<file path="config.mk">
export PLATFORM = sky130hd
export DESIGN_NAME = uatx_transmitter
export DESIGN_NICKNAME = d
export VERILOG_FILES = /design/src/hw/uatx_pkg.sv /design/src/hw/uatx_buf2.sv /design/src/hw/uatx_transmitter.sv
export VERILOG_INCLUDE_DIRS = /design/src /design/src/hw
export SDC_FILE = /design/constraint.sdc
export NUM_CORES = 1
export LEC_CHECK = 0
export BUFFER_PORTS_ARGS = -buffer_cell sky130_fd_sc_hd__buf_2
export CORE_ASPECT_RATIO = 1.1
export CORE_UTILIZATION = 50
export CTS_CLUSTER_DIAMETER = 40
export CTS_CLUSTER_SIZE = 16
export DETAILED_ROUTE_END_ITERATION = 7
export MAX_ROUTING_LAYER = met4
export PLACE_DENSITY_LB_ADDON = 0.15
export RECOVER_POWER = 50
export REMOVE_ABC_BUFFERS = 1
export SYNTH_ARGS = -nofsm -noshare
export SYNTH_HDL_FRONTEND = slang
export SYNTH_SLANG_ARGS = --single-unit
export TNS_END_PERCENT = 30
</file>
<file path="constraint.sdc">
create_clock -name clk -period 3 [get_ports clk]
set_clock_uncertainty 0.2 [all_clocks]
set_input_delay 0.3 -clock clk [delete_from_list [all_inputs] [get_ports clk]]
set_output_delay 0.3 -clock clk [all_outputs]
set_load 0.005 [all_outputs]
</file>
<file path="src/hw/uatx_params.svh">
// constants of the asynchronous serial transmitter
`ifndef UATX_PARAMS_SVH
`define UATX_PARAMS_SVH

`define UATX_BAUD_W       8
`define UATX_TICKS_PER_BIT 64
`define UATX_TICK_W       6
`define UATX_TICK_LAST    6'h3F
`define UATX_FRAME_W      11
`define UATX_BITS_W       4
`define UATX_FRAME8_BITS  4'hA
`define UATX_FRAME9_BITS  4'hB
`define UATX_CTRL_NINTH   0
`define UATX_CTRL_EMPTY   1
`define UATX_CTRL_CLKMODE 4
`define UATX_CTRL_TRANSMIT_ENABLE    5
`define UATX_CTRL_NINE    6
`define UATX_FLAG_TXBUF   1
`define UATX_FLAG_RESET   1'b1

`endif

</file>
<file path="src/hw/uatx_pkg.sv">
// types shared by the asynchronous serial transmitter
package uatx_pkg;

  typedef struct packed {
    logic       nine;
    logic       ninth;
    logic [7:0] data;
  } uatx_word_t;

  typedef enum logic [1:0] {
    TX_IDLE,
    TX_SHIFT
  } uatx_state_t;

endpackage

</file>
<file path="src/hw/uatx_buf2.sv">
// two-entry transmit word buffer with valid/ready on both sides
`timescale 1ns/1ps
`default_nettype none

module uatx_buf2
  import uatx_pkg::*;
(
  input  wire logic        clk,      // core clock
  input  wire logic        rst_n,    // async reset, active low
  input  wire uatx_word_t  inWord,   // word offered by software
  input  wire logic        inValid,  // offer strobe
  output logic             inReady,  // room for a word
  output uatx_word_t       outWord,  // head word, from a register
  output logic             outValid, // head word present
  input  wire logic        outReady  // shifter takes the head
);

  // ==========================================================
  // storage
  uatx_word_t slot_r [2];
  logic [1:0] count_r;
  logic       push;
  logic       pop;

  assign push     = inValid && inReady;
  assign pop      = outValid && outReady;
  assign inReady  = (count_r != 2'h2);
  assign outValid = (count_r != 2'h0);
  assign outWord  = slot_r[0];

  always_ff @(posedge clk or negedge rst_n) begin
    if (!rst_n) begin
      count_r <= 2'h0;
    end else begin
      count_r <= count_r + {1'b0, push} - {1'b0, pop};
    end
  end

  // head slot always holds the oldest word
  always_ff @(posedge clk or negedge rst_n) begin
    if (!rst_n) begin
      slot_r[0] <= '0;
      slot_r[1] <= '0;
    end else begin
      if (pop) begin
        slot_r[0] <= (count_r == 2'h2) ? slot_r[1] : inWord;
      end else if (push && count_r == 2'h0) begin
        slot_r[0] <= inWord;
      end
      if (push && ((count_r == 2'h1 && !pop) || (count_r == 2'h2))) begin
        slot_r[1] <= inWord;
      end
    end
  end

  // ==========================================================
  // checks
  noOverflow_a: assert property (@(posedge clk) disable iff (!rst_n)
    count_r != 2'h3) else $error("buffer count out of range");

endmodule // uatx_buf2

`default_nettype wire

</file>
<file path="src/hw/uatx_transmitter.sv">
// asynchronous NRZ serial transmitter with buffer, baud generator and pin drive
`timescale 1ns/1ps
`default_nettype none
`include "uatx_params.svh"

module uatx_transmitter
  import uatx_pkg::*;
(
  input  wire logic                     clk,                // 250 MHz core clock
  input  wire logic                     rst_n,              // async reset, active low
  input  wire logic                     sleepMode,          // device asleep
  input  wire logic                     serialPortEnable,   // port enable
  input  wire logic                     transmitEnable,     // transmitter enable
  input  wire logic                     clockedModeSelect,  // 1 = clocked mode
  input  wire logic                     nineBitSelect,      // nine data bits
  input  wire logic                     ninthBitValue,      // ninth data bit
  input  wire logic                     txInterruptEnable,  // buffer-empty irq enable
  input  wire logic [`UATX_BAUD_W-1:0]  baudReloadValue,    // baud divider reload
  input  wire logic [7:0]               bufWrData,          // byte written to buffer
  input  wire logic                     bufWrValid,         // buffer write strobe
  output logic                          bufWrReady,         // buffer has room
  output logic                          txBufferEmptyFlag,  // buffer empty flag
  output logic                          txIrqReq,           // interrupt request
  output logic                          shifterEmptyStatus, // shift register empty
  output logic                          txPinOut,           // serial line level
  output logic                          txPinOe             // high while pin driven
);

  // ==========================================================
  // enables and reset of the transmit logic
  logic txOn;
  logic portOn;
  logic run;
  logic runTx;

  // mode select steers the pin only in asynchronous mode
  assign portOn = serialPortEnable && !clockedModeSelect;
  assign txOn   = portOn && transmitEnable;
  assign run    = portOn && !sleepMode;
  assign runTx  = txOn && !sleepMode;

  // ==========================================================
  // baud generator, runs while the port is enabled and awake
  logic [`UATX_BAUD_W-1:0] baudCnt_r;
  logic                    baudTick;

  assign baudTick = run && (baudCnt_r == '0);

  always_ff @(posedge clk or negedge rst_n) begin
    if (!rst_n) begin
      baudCnt_r <= '0;
    end else if (!portOn) begin
      baudCnt_r <= '0;
    end else if (run) begin
      baudCnt_r <= baudTick ? baudReloadValue : baudCnt_r - 1'b1;
    end
  end

  // ==========================================================
  // transmit buffer
  uatx_word_t bufIn;
  uatx_word_t bufHead;
  logic       bufHeadValid;
  logic       bufInReady;
  logic       loadShifter;

  // ninth bit and its select travel with the byte, so they must be set first
  assign bufIn.nine  = nineBitSelect;
  assign bufIn.ninth = ninthBitValue;
  assign bufIn.data  = bufWrData;

  uatx_buf2 u_buf (
    .clk      (clk),
    .rst_n    (rst_n),
    .inWord   (bufIn),
    .inValid  (bufWrValid && bufWrReady),
    .inReady  (bufInReady),
    .outWord  (bufHead),
    .outValid (bufHeadValid),
    .outReady (loadShifter)
  );

  // ==========================================================
  // shift register and frame sequencing
  uatx_state_t              state_r;
  logic [`UATX_FRAME_W-1:0] shift_r;
  logic [`UATX_BITS_W-1:0]  bitsLeft_r;
  logic [`UATX_TICK_W-1:0]  tickCnt_r;
  logic                     bitStrobe;
  logic                     lastBit;

  // an idle shifter takes the buffer head at the end of the baud cycle
  assign loadShifter = runTx && (state_r == TX_IDLE) && bufHeadValid
                       && baudTick;
  assign bitStrobe   = runTx && (state_r == TX_SHIFT) && baudTick
                       && (tickCnt_r == `UATX_TICK_LAST);
  assign lastBit     = (bitsLeft_r == 4'h1);

  always_ff @(posedge clk or negedge rst_n) begin
    if (!rst_n) begin
      state_r <= TX_IDLE;
    end else if (!txOn) begin
      state_r <= TX_IDLE;
    end else begin
      unique case (state_r)
        TX_IDLE: begin
          if (loadShifter) begin
            state_r <= TX_SHIFT;
          end
        end
        TX_SHIFT: begin
          // no reload before the stop bit has run its full period
          if (bitStrobe && lastBit) begin
            state_r <= TX_IDLE;
          end
        end
      endcase
    end
  end

  // frame laid out start first; stop bits fill the top so shifts feed ones
  always_ff @(posedge clk or negedge rst_n) begin
    if (!rst_n) begin
      shift_r <= '1;
    end else if (!txOn) begin
      shift_r <= '1;
    end else if (loadShifter) begin
      shift_r <= {1'b1, bufHead.nine ? bufHead.ninth : 1'b1,
                  bufHead.data, 1'b0};
    end else if (bitStrobe) begin
      shift_r <= {1'b1, shift_r[`UATX_FRAME_W-1:1]};
    end
  end

  always_ff @(posedge clk or negedge rst_n) begin
    if (!rst_n) begin
      bitsLeft_r <= '0;
    end else if (!txOn) begin
      bitsLeft_r <= '0;
    end else if (loadShifter) begin
      bitsLeft_r <= bufHead.nine ? `UATX_FRAME9_BITS : `UATX_FRAME8_BITS;
    end else if (bitStrobe) begin
      bitsLeft_r <= bitsLeft_r - 1'b1;
    end
  end

  // restarted at load so every bit spans the full tick count
  always_ff @(posedge clk or negedge rst_n) begin
    if (!rst_n) begin
      tickCnt_r <= '0;
    end else if (!txOn || loadShifter) begin
      tickCnt_r <= '0;
    end else if (runTx && baudTick && state_r == TX_SHIFT) begin
      tickCnt_r <= tickCnt_r + 1'b1;
    end
  end

  // ==========================================================
  // status, flag and interrupt request
  // the shifter reaches a port only through txPinOut; its state shows here only as these bits
  always_ff @(posedge clk or negedge rst_n) begin
    if (!rst_n) begin
      shifterEmptyStatus <= 1'b1;
    end else begin
      shifterEmptyStatus <= (state_r == TX_IDLE);
    end
  end

  // flag follows buffer occupancy: only a write can fill it
  always_ff @(posedge clk or negedge rst_n) begin
    if (!rst_n) begin
      txBufferEmptyFlag <= `UATX_FLAG_RESET;
    end else begin
      txBufferEmptyFlag <= !bufHeadValid;
    end
  end

  always_ff @(posedge clk or negedge rst_n) begin
    if (!rst_n) begin
      txIrqReq <= 1'b0;
    end else begin
      txIrqReq <= txBufferEmptyFlag && txInterruptEnable;
    end
  end

  always_ff @(posedge clk or negedge rst_n) begin
    if (!rst_n) begin
      bufWrReady <= 1'b0;
    end else begin
      // registered ready lags one cycle; it drops for a cycle after each accepted write and stays low while two words wait
      bufWrReady <= bufInReady && !(bufWrValid && bufWrReady);
    end
  end

  // ==========================================================
  // pin drive
  always_ff @(posedge clk or negedge rst_n) begin
    if (!rst_n) begin
      txPinOut <= 1'b1;
      txPinOe  <= 1'b0;
    end else begin
      txPinOe  <= txOn;
      txPinOut <= (state_r == TX_SHIFT) ? shift_r[0] : 1'b1;
    end
  end

  // ==========================================================
  // checks
  logic wrFire;
  assign wrFire = bufWrValid && bufWrReady;

  baudReload_a: assert property (@(posedge clk) disable iff (!rst_n)
    baudTick ##1 (portOn && !sleepMode && !$past(sleepMode))
    |-> baudCnt_r == $past(baudReloadValue))
    else $error("baud counter did not reload on tick");

  bitLength_a: assert property (@(posedge clk) disable iff (!rst_n)
    bitStrobe |-> baudTick && tickCnt_r == 6'h3F)
    else $error("bit ended before 64 ticks");

  startBit_a: assert property (@(posedge clk) disable iff (!rst_n)
    loadShifter ##1 txOn |=> !txPinOut && txPinOe)
    else $error("start bit not driven low after load");

  frameLen_a: assert property (@(posedge clk) disable iff (!rst_n)
    loadShifter |=> bitsLeft_r == ($past(bufHead.nine) ? 4'hB : 4'hA))
    else $error("wrong frame length loaded");

  idleHigh_a: assert property (@(posedge clk) disable iff (!rst_n)
    $past(state_r) == TX_IDLE |-> txPinOut)
    else $error("idle line not high");

  flagClear_a: assert property (@(posedge clk) disable iff (!rst_n)
    wrFire |-> ##2 !txBufferEmptyFlag)
    else $error("buffer write did not clear empty flag");

  irqGate_a: assert property (@(posedge clk) disable iff (!rst_n)
    txIrqReq |-> $past(txBufferEmptyFlag) && $past(txInterruptEnable))
    else $error("interrupt raised without flag and enable");

  shifterEmpty_a: assert property (@(posedge clk) disable iff (!rst_n)
    state_r == TX_SHIFT |=> !shifterEmptyStatus)
    else $error("shifter-empty status set while shifting");

  abortFrame_a: assert property (@(posedge clk) disable iff (!rst_n)
    !txOn |=> state_r == TX_IDLE && !txPinOe)
    else $error("disable did not abort transmitter");

  sleepHold_a: assert property (@(posedge clk) disable iff (!rst_n)
    sleepMode && txOn |=> $stable(shift_r) && $stable(tickCnt_r)
    && $stable(baudCnt_r))
    else $error("transmitter moved during sleep");

  noEarlyReload_a: assert property (@(posedge clk) disable iff (!rst_n)
    state_r == TX_SHIFT && !(bitStrobe && lastBit) && txOn
    |=> state_r == TX_SHIFT)
    else $error("shifter left frame before stop bit");

endmodule // uatx_transmitter

`default_nettype wire

</file>
==> Word level (Yosys, flattened, before mapping) <==
Cells that the tools add are included.
W data, S select, Z words.
{ "word_totals": {"register_bits": 59, "input_bits": 26, "output_inout_bits": 6, "elab_cells": 91} }
{ "op_classes": {"n_addsub": 5, "eq_ne": 10, "mux": 21, "n_reduce_logical": 37} }
{ "op_table": {"columns": ["cell", "count"], "rows": [
  ["$mux W11", 3],
  ["$mux W10", 3],
  ["$mux W8", 3],
  ["$logic_and A1 B1 Y1", 22],
  ["$mux W4", 3],
  ["$mux W6", 2],
  ["$logic_not A8 Y1", 1],
  ["$sub A8 B1 Y8 const B", 1],
  ["$add A6 B1 Y6 const B", 1],
  ["$eq A6 B6 Y1 const B", 1],
  ["$logic_not A1 Y1", 6],
  ["$mux W2", 3],
  ["$reduce_bool A2 Y1", 3],
  ["$eq A2 B1 Y1 const B", 2],
  ["$eq A4 B1 Y1 const B", 1],
  ["$logic_not A2 Y1", 2],
  ["$pmux W2 S2", 1],
  ["$sub A4 B1 Y4 const B", 1],
  ["$mux W1", 3],
  ["$ne A3 B1 Y1 const B", 1],
  ["$ne A3 B2 Y1 const B", 1],
  ["$ne A3 B3 Y1 const B", 1],
  ["$add A2 B1 Y2", 1],
  ["$eq A2 B2 Y1 const B", 1],
  ["5 further kinds", 6]
]} }

==> Depth between registers and ports, before layout <==
Gate-level depths: netlist of the first run.
{ "logic_depth": {"depth_word": 12, "ltp_mapped": 12, "mapped_depth_nobuf": 11} }

==> Modules after synthesis <==
A second synthesis of the first run with hierarchy kept.
{ "hier_totals": {"hier_cells": 302, "hier_area_um2": 2987.9} }
{ "by_module_without_submodules": {"columns": ["module", "n_inst", "cells_per_inst", "area_each_um2"], "rows": [
  ["uatx_transmitter", 1, 181, 1739.2],
  ["uatx_buf2", 1, 121, 1248.7]
]} }

==> Least setup slack after synthesis of the first run <==
Ideal clock, no wire load.
{ "synth_path": {"kind": "register -> register", "start": "reg baudCnt_r[0]", "end": "reg u_buf.count_r[1]", "setup_time_ns": 0.080, "t_arrival_ns": 2.381, "path_slack_ns": 0.339, "stages_incl_launch_ff": 13, "n_path_buf": 1, "period_less_slack_ns": 2.661, "path_cell_list": "dfrtp_1 inv_1 ha_1 or4b_4 buf_6 nor3_2 nand2_2 inv_1 ha_1 inv_1 ha_1 xnor2_1 xnor2_1"} }
{ "synth_via": {"elab_chain_cells": 5} }
{ "synth_lines": {"columns": ["element", "line", "source"], "rows": [
  ["start: declaration", "uatx_transmitter.sv:44", "logic [`UATX_BAUD_W-1:0] baudCnt_r;"],
  ["start signal: assignment", "uatx_transmitter.sv:55", "baudCnt_r <= baudTick ? baudReloadValue : baudCnt_r - 1'b1;"],
  ["$logic_not A8 Y1", "uatx_transmitter.sv:47", "assign baudTick = run && (baudCnt_r == '0);"],
  ["$logic_and A1 B1 Y1", "uatx_transmitter.sv:47", null],
  ["$logic_and A1 B1 Y1", "uatx_transmitter.sv:94", "&& baudTick;"],
  ["$logic_and A1 B1 Y1", "uatx_buf2.sv:26", "assign pop = outValid && outReady;"],
  ["$sub A2 B1 Y2", "uatx_buf2.sv:35", "count_r <= count_r + {1'b0, push} - {1'b0, pop};"],
  ["end signal: assignment", "uatx_buf2.sv:35", null],
  ["end: declaration", "uatx_buf2.sv:21", "logic [1:0] count_r;"]
]} }
Every way passes these cells.
A chain may end at the register's enable or synchronous reset.

==> Final worst setup path of the first run <==
Same ends and word-level chain as after synthesis.

==> results of run 1 <==
==> registers in the layout, summed over array words and instances (netlist names) <==
| register | cells |
|---|---|
| tickCnt_r | 6 |
| shift_r | 10 |
| bufWrReady | 1 |
| txPinOut | 1 |
| shifterEmptyStatus | 1 |
| state_r | 1 |
| u_buf.slot_r | 10 |
| txPinOe | 1 |
| txBufferEmptyFlag | 1 |
| bitsLeft_r | 4 |
| u_buf.outWord | 10 |
| txIrqReq | 1 |
| baudCnt_r | 8 |
| u_buf.count_r | 2 |
==> metal layers <==
| metal | vias up | share of wire [%] | GRT usage [%] |
|---|---|---|---|
| met5 | - | 0 | - |
| met4 | 0 | 1.7 | 10.6 |
| met3 | 12 | 3.4 | 4.29 |
| li1 | 1080 | - | - |
| met2 | 43 | 48 | 35.9 |
| met1 | 1108 | 47 | 30.5 |
==> report_power, final <==
group / internal (mW) / switching, mW
combinational: 0.266 / 0.266
sequential: 0.959 / 0.124
clock: 0.510 / 0.312
==> metrics by stage <==
| step | cells | util, % | total power, mW |
|---|---|---|---|
| after floorplan | 253 | - | 1.44 |
| final | 396 | 63.7 | 2.44 |
| after CTS | 396 | 63.9 | 2.46 |
| after global placement | 370 | 57.9 | 1.61 |
| after global routing | 396 | 63.7 | 2.57 |
| after detailed placement | 370 | 57.9 | 1.63 |
==> Yosys cell counts, drive strengths merged, types with 8 or more instances <==
cell	instances	area [um2]
nand2	14	55.1
o211ai	8	60.1
mux2	22	248
nand3	10	50.1
dfrtp	44	1100
inv	22	82.6
o21ai	14	70.1
nor2	11	41.3
dfstp	13	342
o221a	8	90.1
a21oi	16	80.1
==> cells by family after synthesis <==
logic type / Yosys count / synth area share (%)
simple gates: 73 / 16.7
compound gates: 67 / 16.2
flops: 57 / 49.5
fa+ha+maj: 6 / 2.58
mux: 23 / 8.85
xor+xnor: 4 / 1.20
buf+inv: 32 / 4.98
==> critical path, stage by stage (launching register included) <==
cell	delay [ps]
dfrtp_1	400
inv_1	90
ha_1	220
or4b_4	580
nor3_2	360
nand2_2	90
inv_1	60
ha_1	210
inv_1	50
ha_1	150
xnor2_1	130
xnor2_1	130
==> cells in the final DEF (no fill, tap or decap), types with 11 or more instances in the layout <==
master	netlist	layout
inv_1	22	22
a21oi_1	16	16
mux2_2	12	12
nand2_1	13	13
o21ai_0	14	14
nor2_1	11	11
dfstp_2	13	12
buf_2	2	28
clkbuf_8	0	11
dfrtp_1	44	44
==> area by class of cell <==
type | count | area [um2] | share of cell area (%)
clock inverter | 5 | 77.6 | 2.21
sequential | 57 | 1440 | 41.2
multi-input combinational | 173 | 1320 | 37.8
clock buffer | 11 | 151 | 4.32
timing repair buffer | 52 | 328 | 9.36
inverter | 23 | 86.3 | 2.46
tap | 75 | 93.8 | 2.68
==> worst max path at each step <==
stage / to / from
after detailed placement: u_buf.count_r[1] / baudCnt_r[0]
after floorplan: u_buf.outWord[3] / baudCnt_r[0]
final: u_buf.count_r[1] / baudCnt_r[0]
after global placement: u_buf.count_r[1] / baudCnt_r[0]
after CTS: u_buf.count_r[1] / baudCnt_r[0]
after global routing: u_buf.count_r[1] / baudCnt_r[0]
==> what timing repair did <==
action / in CTS / in global routing
resized for setup: 0 / 0
hold buffers: 10 / 0
hold endpoints to repair: 53 / 0
==> qor.txt, run 1 <==
result of the run = finished clean
RSZ-0062 raised after global routing = false
Detailed Route WL = 6060 um
asr flop ratio synth = 100%
antenna violations before repair = 0
clock tree from TritonCTS = yes
capturing element type of the critical path = register
std cell rows = 28
Port Buf Inserts = 31
Initial DRC Count = 236
Worst Hold Class = in -> reg
post-synth design cell area = 2910 um2
maximum clock frequency = 364 MHz
share of layout cells above drive strength 1 = 30.5%
# DRC = 0
WL/cell = 15.3 um
count of antenna-violating nets left after detailed routing = 0
Fin. Hold Viols = 0
die width = 74.8 um
Mean Syn Cell Area = 11.1 um2
Post-synth EDFFs = 0
part of the Yosys area used for sequential elements = 49.5%
GP Congestion = 0.803
number of distinct library cells after synthesis = 53
final count of negative-setup-slack endpoints = 0
worst path required time = 3070 ps
wire length of the first global-routing pass = 10400 um
instance count of the mapped netlist = 262
via count of the first global-routing pass = 2206
Post-Place Cell Area = 3180 um2
Die Ht = 82.0 um
number of diodes added for antenna fixing = 0
root buf cell = clkbuf_8
CP Class = reg -> reg
ratio of total power to cell area = 695 nW/um2
Yosys warning total = 0
clock-pin transition on the worst setup and hold timing paths = 70 ps
CORE AREA = 5500 um2
maximum VDD drop = 0.541 mV
reg-to-reg slack, setup = 250 ps
initial cell density of the core = 52.9%
fill cell count = 446
routed via count divided by cell count = 5.66
hold path depth = 2
number of buffers created by CTS = 9
Via Count = 2243
worst rel slew slack = 9.13%
final critical-path share of the clock period = 91.7%
maximum number of pins on one net before global-route repair = 58
synthesis-stage register bit count = 57
number of buffers on the longest clock path = 2
source of the worst register-to-register timing path = baudCnt_r[0]
Total Nets Final = 348
largest driver fanout on the critical path = 9
signed area change from the synthesized netlist to the final layout = 20.3%
clk_lat worst skew = 340 ps
Clock Sinks = 57
post-placement setup slack = 254 ps
overall fraction of global-route tracks in use = 23.5%
Min-Delay Startpoint = bufWrData[0]
Final Critical Period = 2750 ps
CTS H-Tree Depth = 3
setup slack of the critical path after layout = 249 ps
GRT overflow = 0
Fin Setup TNS = 0 ps
Die Area = 6130 um2
Max Slew Vio Count = 0
final HPWL from detailed placement = 4050 um
capture point of the worst reg-to-reg path = u_buf.count_r[1]
total setup buffers inserted after CTS = 0
summed area of non-filler cells in the final layout = 3500 um2
worst slew pin tran = 1360 ps
predominant post-synthesis flop cell = dfrtp_1
crit start category = register
leakage power figure = 1.55 nW
depth of the most critical reg-to-reg path = 11
Top Ports = 32
Maximum Capacitance Violations = 0
hold_ws = 16.4 ps
data arrival at the endpoint of the critical path = 2820 ps
detailed-routing iteration count for the pre-antenna-repair pass = 4
Worst Hold Endpoint = u_buf.slot_r[0]
Note: power is estimated with default switching activity, not from simulation.
==> inputs of run 2 (changes only) <==
--- a/config.mk
+++ b/config.mk
@@ -12,7 +12,6 @@
 export CTS_CLUSTER_DIAMETER = 40
 export CTS_CLUSTER_SIZE = 16
 export DETAILED_ROUTE_END_ITERATION = 7
-export MAX_ROUTING_LAYER = met4
 export PLACE_DENSITY_LB_ADDON = 0.15
 export RECOVER_POWER = 50
 export REMOVE_ABC_BUFFERS = 1
==> run 2 against run 1 <==
Net effect:
- critical path depth did not move
- first-iteration DRC count decreased by 1.7%
- count of clock-buffer cells in the layout did not move
- largest power group unchanged
- sequential share of layout area unchanged
- highest routed layer unchanged
- clock power hardly changed
- hold slack lost 3.1 ps
==> qor.txt, run 2 (synthesis results as in run 1) <==
largest driver fanout on the critical path = 9
RSZ-0062 raised after global routing = false
wire length of the first global-routing pass = 10400 um
Initial DRC Count = 232
worst slew pin tran = 1380 ps
Worst Hold Class = in -> reg
# DRC = 0
die width = 74.8 um
number of non-filler instances in the completed layout = 396
hold path depth = 2
Max Slew Vio Count = 0
Fin. Hold Viols = 0
Via Count = 2265
ratio of total power to cell area = 694 nW/um2
result of the run = finished clean
final HPWL from detailed placement = 4050 um
antenna violations before repair = 0
capturing element type of the critical path = register
GP Congestion = 0.792
post-placement setup slack = 254 ps
source of the worst register-to-register timing path = baudCnt_r[0]
number of buffers created by CTS = 9
clock tree from TritonCTS = yes
leakage power figure = 1.55 nW
maximum clock frequency = 365 MHz
via count of the first global-routing pass = 2208
Clock Sinks = 57
signed area change from the synthesized netlist to the final layout = 20.3%
reg-to-reg slack, setup = 260 ps
CTS H-Tree Depth = 3
GRT overflow = 0
Fin Setup TNS = 0 ps
Cells after DPL = 370
worst rel slew slack = 7.97%
Maximum Capacitance Violations = 0
Top Ports = 32
std cell rows = 28
overall fraction of global-route tracks in use = 22.9%
Port Buf Inserts = 31
hold_ws = 13.3 ps
root buf cell = clkbuf_8
detailed-routing iteration count for the pre-antenna-repair pass = 4
CORE AREA = 5500 um2
setup slack of the critical path after layout = 259 ps
final critical-path share of the clock period = 91.4%
WL/cell = 15.2 um
CP Class = reg -> reg
routed via count divided by cell count = 5.72
initial cell density of the core = 52.9%
Detailed Route WL = 6030 um
final count of negative-setup-slack endpoints = 0
summed area of non-filler cells in the final layout = 3500 um2
Worst Hold Endpoint = u_buf.slot_r[0]
most common library cell in the layout ignoring fill and taps = dfrtp_1
Final Critical Period = 2740 ps
leading cell types in the layout, fill and taps excluded = dfrtp_1 (44), buf_2 (28), inv_1 (22)
crit start category = register
capture point of the worst reg-to-reg path = u_buf.count_r[1]
Die Area = 6130 um2
data arrival at the endpoint of the critical path = 2810 ps
Die Ht = 82.0 um
depth of the most critical reg-to-reg path = 11
total setup buffers inserted after CTS = 0
maximum VDD drop = 0.540 mV
number of diodes added for antenna fixing = 0
maximum number of pins on one net before global-route repair = 58
clock-pin transition on the worst setup and hold timing paths = 70 ps
worst path required time = 3070 ps
share of layout cells above drive strength 1 = 30.5%
Post-Place Cell Area = 3180 um2
clk_lat worst skew = 340 ps
Total Nets Final = 348
count of antenna-violating nets left after detailed routing = 0
number of buffers on the longest clock path = 2
Min-Delay Startpoint = bufWrData[0]
[run 2: report_power, final]
part | internal [mW] | switching (mW)
combinational | 0.266 | 0.265
sequential | 0.959 | 0.122
clock | 0.510 | 0.312
[run 2: area by class of cell]
cell class,instances,area [um2]
Multi-Input combinational cell,173,1320
Timing Repair Buffer,52,328
Inverter,23,86.3
Fill cell,446,2000
Clock inverter,5,77.6
Sequential cell,57,1440
Clock buffer,11,151
Tap cell,75,93.8
[run 2: worst max path at each step]
stage                       from          endpoint  slack, ps  depth (start not counted)
detailed placement  baudCnt_r[0]  u_buf.count_r[1]        250                         11
CTS                 baudCnt_r[0]  u_buf.count_r[1]        240                         11
global route        baudCnt_r[0]  u_buf.count_r[1]         30                         11
global placement    baudCnt_r[0]  u_buf.count_r[1]        340                         11
floorplan           baudCnt_r[0]  u_buf.outWord[3]        330                          6
finish              baudCnt_r[0]  u_buf.count_r[1]        260                         11
[run 2: what timing repair did]
action	CTS	global route
hold endpoints to repair	53	0
gates resized for setup	0	0
hold buffers	10	0
endpoints found under the setup margin	0	0
[run 2: worst max-delay path, stage by stage (launching register included)]
cell and delay [ps]:
dfrtp_1 400, inv_1 90, ha_1 220, or4b_4 570, nor3_2 360, nand2_2 90
inv_1 60, ha_1 210, inv_1 50, ha_1 150, xnor2_1 130, xnor2_1 130
[run 2: routing by layer]
| metal | track usage (%) | part of all wire (%) |
|---|---|---|
| met3 | 4.29 | 5.2 |
| met2 | 36.0 | 48 |
| met4 | 10.6 | 2.1 |
| met1 | 30.5 | 45 |
| met5 | 0 | 0 |
[run 2: through the flow]
stage	util, %	power (mW)
global placement	57.9	1.61
detailed placement	57.9	1.63
finish	63.7	2.43
global route	63.7	2.57
CTS	63.9	2.46
floorplan	-	1.44
==> inputs of run 3 (changes only) <==
--- a/config.mk
+++ b/config.mk
@@ -8,7 +8,7 @@
 export LEC_CHECK = 0
 export BUFFER_PORTS_ARGS = -buffer_cell sky130_fd_sc_hd__buf_2
 export CORE_ASPECT_RATIO = 1.1
-export CORE_UTILIZATION = 50
+export CORE_UTILIZATION = 30
 export CTS_CLUSTER_DIAMETER = 40
 export CTS_CLUSTER_SIZE = 16
 export DETAILED_ROUTE_END_ITERATION = 7
==> run 3 against run 2 <==
Net effect:
- clock power shrank 15%
- via count shrank 0.57%
- routed wire length grew 12%
- power shrank 4.8%
- design area is essentially flat
==> qor.txt, run 3 (synthesis results as in run 1) <==
ratio of total power to cell area = 662 nW/um2
root buf cell = clkbuf_8
Via Count = 2252
crit start category = register
met1 GRT Util = 20.0%
clock tree from TritonCTS = yes
clock-pin transition on the worst setup and hold timing paths = 70 ps
Fin Setup TNS = 0 ps
GP Congestion = 0.765
Sequential cell area = 1440 um2
Worst Hold Endpoint = u_buf.slot_r[9]
leading cell types in the layout, fill and taps excluded = dfrtp_1 (44), buf_2 (30), inv_1 (22)
global-route met2 utilization = 23.6%
signed area change from the synthesized netlist to the final layout = 20.3%
CTS H-Tree Depth = 3
Die Area = 10100 um2
CP Class = reg -> reg
share of layout cells above drive strength 1 = 30.4%
std cell rows = 37
final critical-path share of the clock period = 91.0%
CORE AREA = 9400 um2
summed area of non-filler cells in the final layout = 3500 um2
Total Nets Final = 346
clk_lat worst skew = 340 ps
routed via count divided by cell count = 5.17
Die Ht = 105 um
Max Slew Vio Count = 0
capture point of the worst reg-to-reg path = u_buf.count_r[1]
Clock Sinks = 57
maximum clock frequency = 366 MHz
Initial DRC Count = 88
Top Ports = 32
Final Critical Period = 2730 ps
number of buffers created by CTS = 9
global-route layer with the greatest usage = met2
number of buffers on the longest clock path = 2
largest driver fanout on the critical path = 9
Port Buf Inserts = 31
final count of negative-setup-slack endpoints = 0
Post-Place Cell Area = 3220 um2
Worst Hold Class = in -> reg
RSZ-0062 raised after global routing = false
footprint of the multi-input gates = 1320 um2
total setup buffers inserted after CTS = 0
Detailed Route WL = 6750 um
depth of the most critical reg-to-reg path = 11
worst path required time = 3050 ps
wire length of the first global-routing pass = 11700 um
leakage power figure = 1.53 nW
worst slew pin tran = 1450 ps
hold path depth = 2
worst rel slew slack = 3.59%
# DRC = 0
Maximum Capacitance Violations = 0
reg-to-reg slack, setup = 270 ps
number of non-filler instances in the completed layout = 436
overall fraction of global-route tracks in use = 15.1%
maximum VDD drop = 0.366 mV
detailed-routing iteration count for the pre-antenna-repair pass = 5
most common library cell in the layout ignoring fill and taps = dfrtp_1
source of the worst register-to-register timing path = baudCnt_r[0]
die width = 95.9 um
capturing element type of the critical path = register
M3 GR Usage = 4.04%
initial cell density of the core = 31.0%
number of diodes added for antenna fixing = 0
final HPWL from detailed placement = 4570 um
GRT overflow = 0
fill cell count = 976
count of antenna-violating nets left after detailed routing = 0
via count of the first global-routing pass = 2338
antenna violations before repair = 0
WL/cell = 15.5 um
post-layout utilization of the core = 37.3%
Cells after DPL = 410
maximum number of pins on one net before global-route repair = 58
result of the run = finished clean
Fin. Hold Viols = 0
data arrival at the endpoint of the critical path = 2790 ps
Min-Delay Startpoint = nineBitSelect
-- run 3: how the worst max path moves through the flow --
stage                  from          endpoint  depth (start not counted)
2_1_floorplan  baudCnt_r[0]  u_buf.outWord[3]                          6
3_3_place_gp   baudCnt_r[0]  u_buf.outWord[5]                          7
5_1_grt        baudCnt_r[0]  u_buf.count_r[1]                         11
6_report       baudCnt_r[0]  u_buf.count_r[1]                         11
4_1_cts        baudCnt_r[0]  u_buf.count_r[1]                         11
3_5_place_dp   baudCnt_r[0]  u_buf.outWord[9]                          7
-- run 3: timing repair --
action	in CTS	in global routing
resized for setup	0	0
endpoints found under the hold margin	51	2
hold buffers	8	2
-- run 3: cell type report --
type | count | area share (%)
Clock buffer | 11 | 3.75
Clock inverter | 5 | 1.61
Inverter | 23 | 2.47
Multi-Input combinational cell | 173 | 37.8
Sequential cell | 57 | 41.2
Tap cell | 117 | 4.18
Timing Repair Buffer | 50 | 9.00
-- run 3: routing by layer --
layer | part of all wire (%) | routed length [um]
met2 | 47 | 3140
met5 | 0 | 0
met4 | 1.4 | 97
met3 | 4.5 | 302
met1 | 48 | 3210
-- run 3: metrics by stage --
| step | setup slack (ps) | hold WS [ps] | power, mW |
|---|---|---|---|
| after floorplan | 331 | -196 | 1.44 |
| after global placement | 320 | 277 | 1.63 |
| after detailed placement | 265 | 281 | 1.64 |
| after CTS | 250 | 0.140 | 2.36 |
| after global routing | 14.0 | 3.13 | 2.48 |
| final | 269 | 10.8 | 2.32 |
-- run 3: worst max-delay path, cell delays in order (launching register included) --
cell,delay [ps]
dfrtp_1,400
inv_1,90
ha_1,210
or4b_4,570
nor3_2,350
nand2_2,90
inv_1,60
ha_1,210
inv_1,60
ha_1,150
xnor2_1,130
xnor2_1,130
-- run 3: where the power goes --
group | internal, mW | switching, mW | leakage, nW
sequential | 0.959 | 0.125 | 0.702
clock | 0.382 | 0.316 | 0.0933
combinational | 0.264 | 0.270 | 0.730
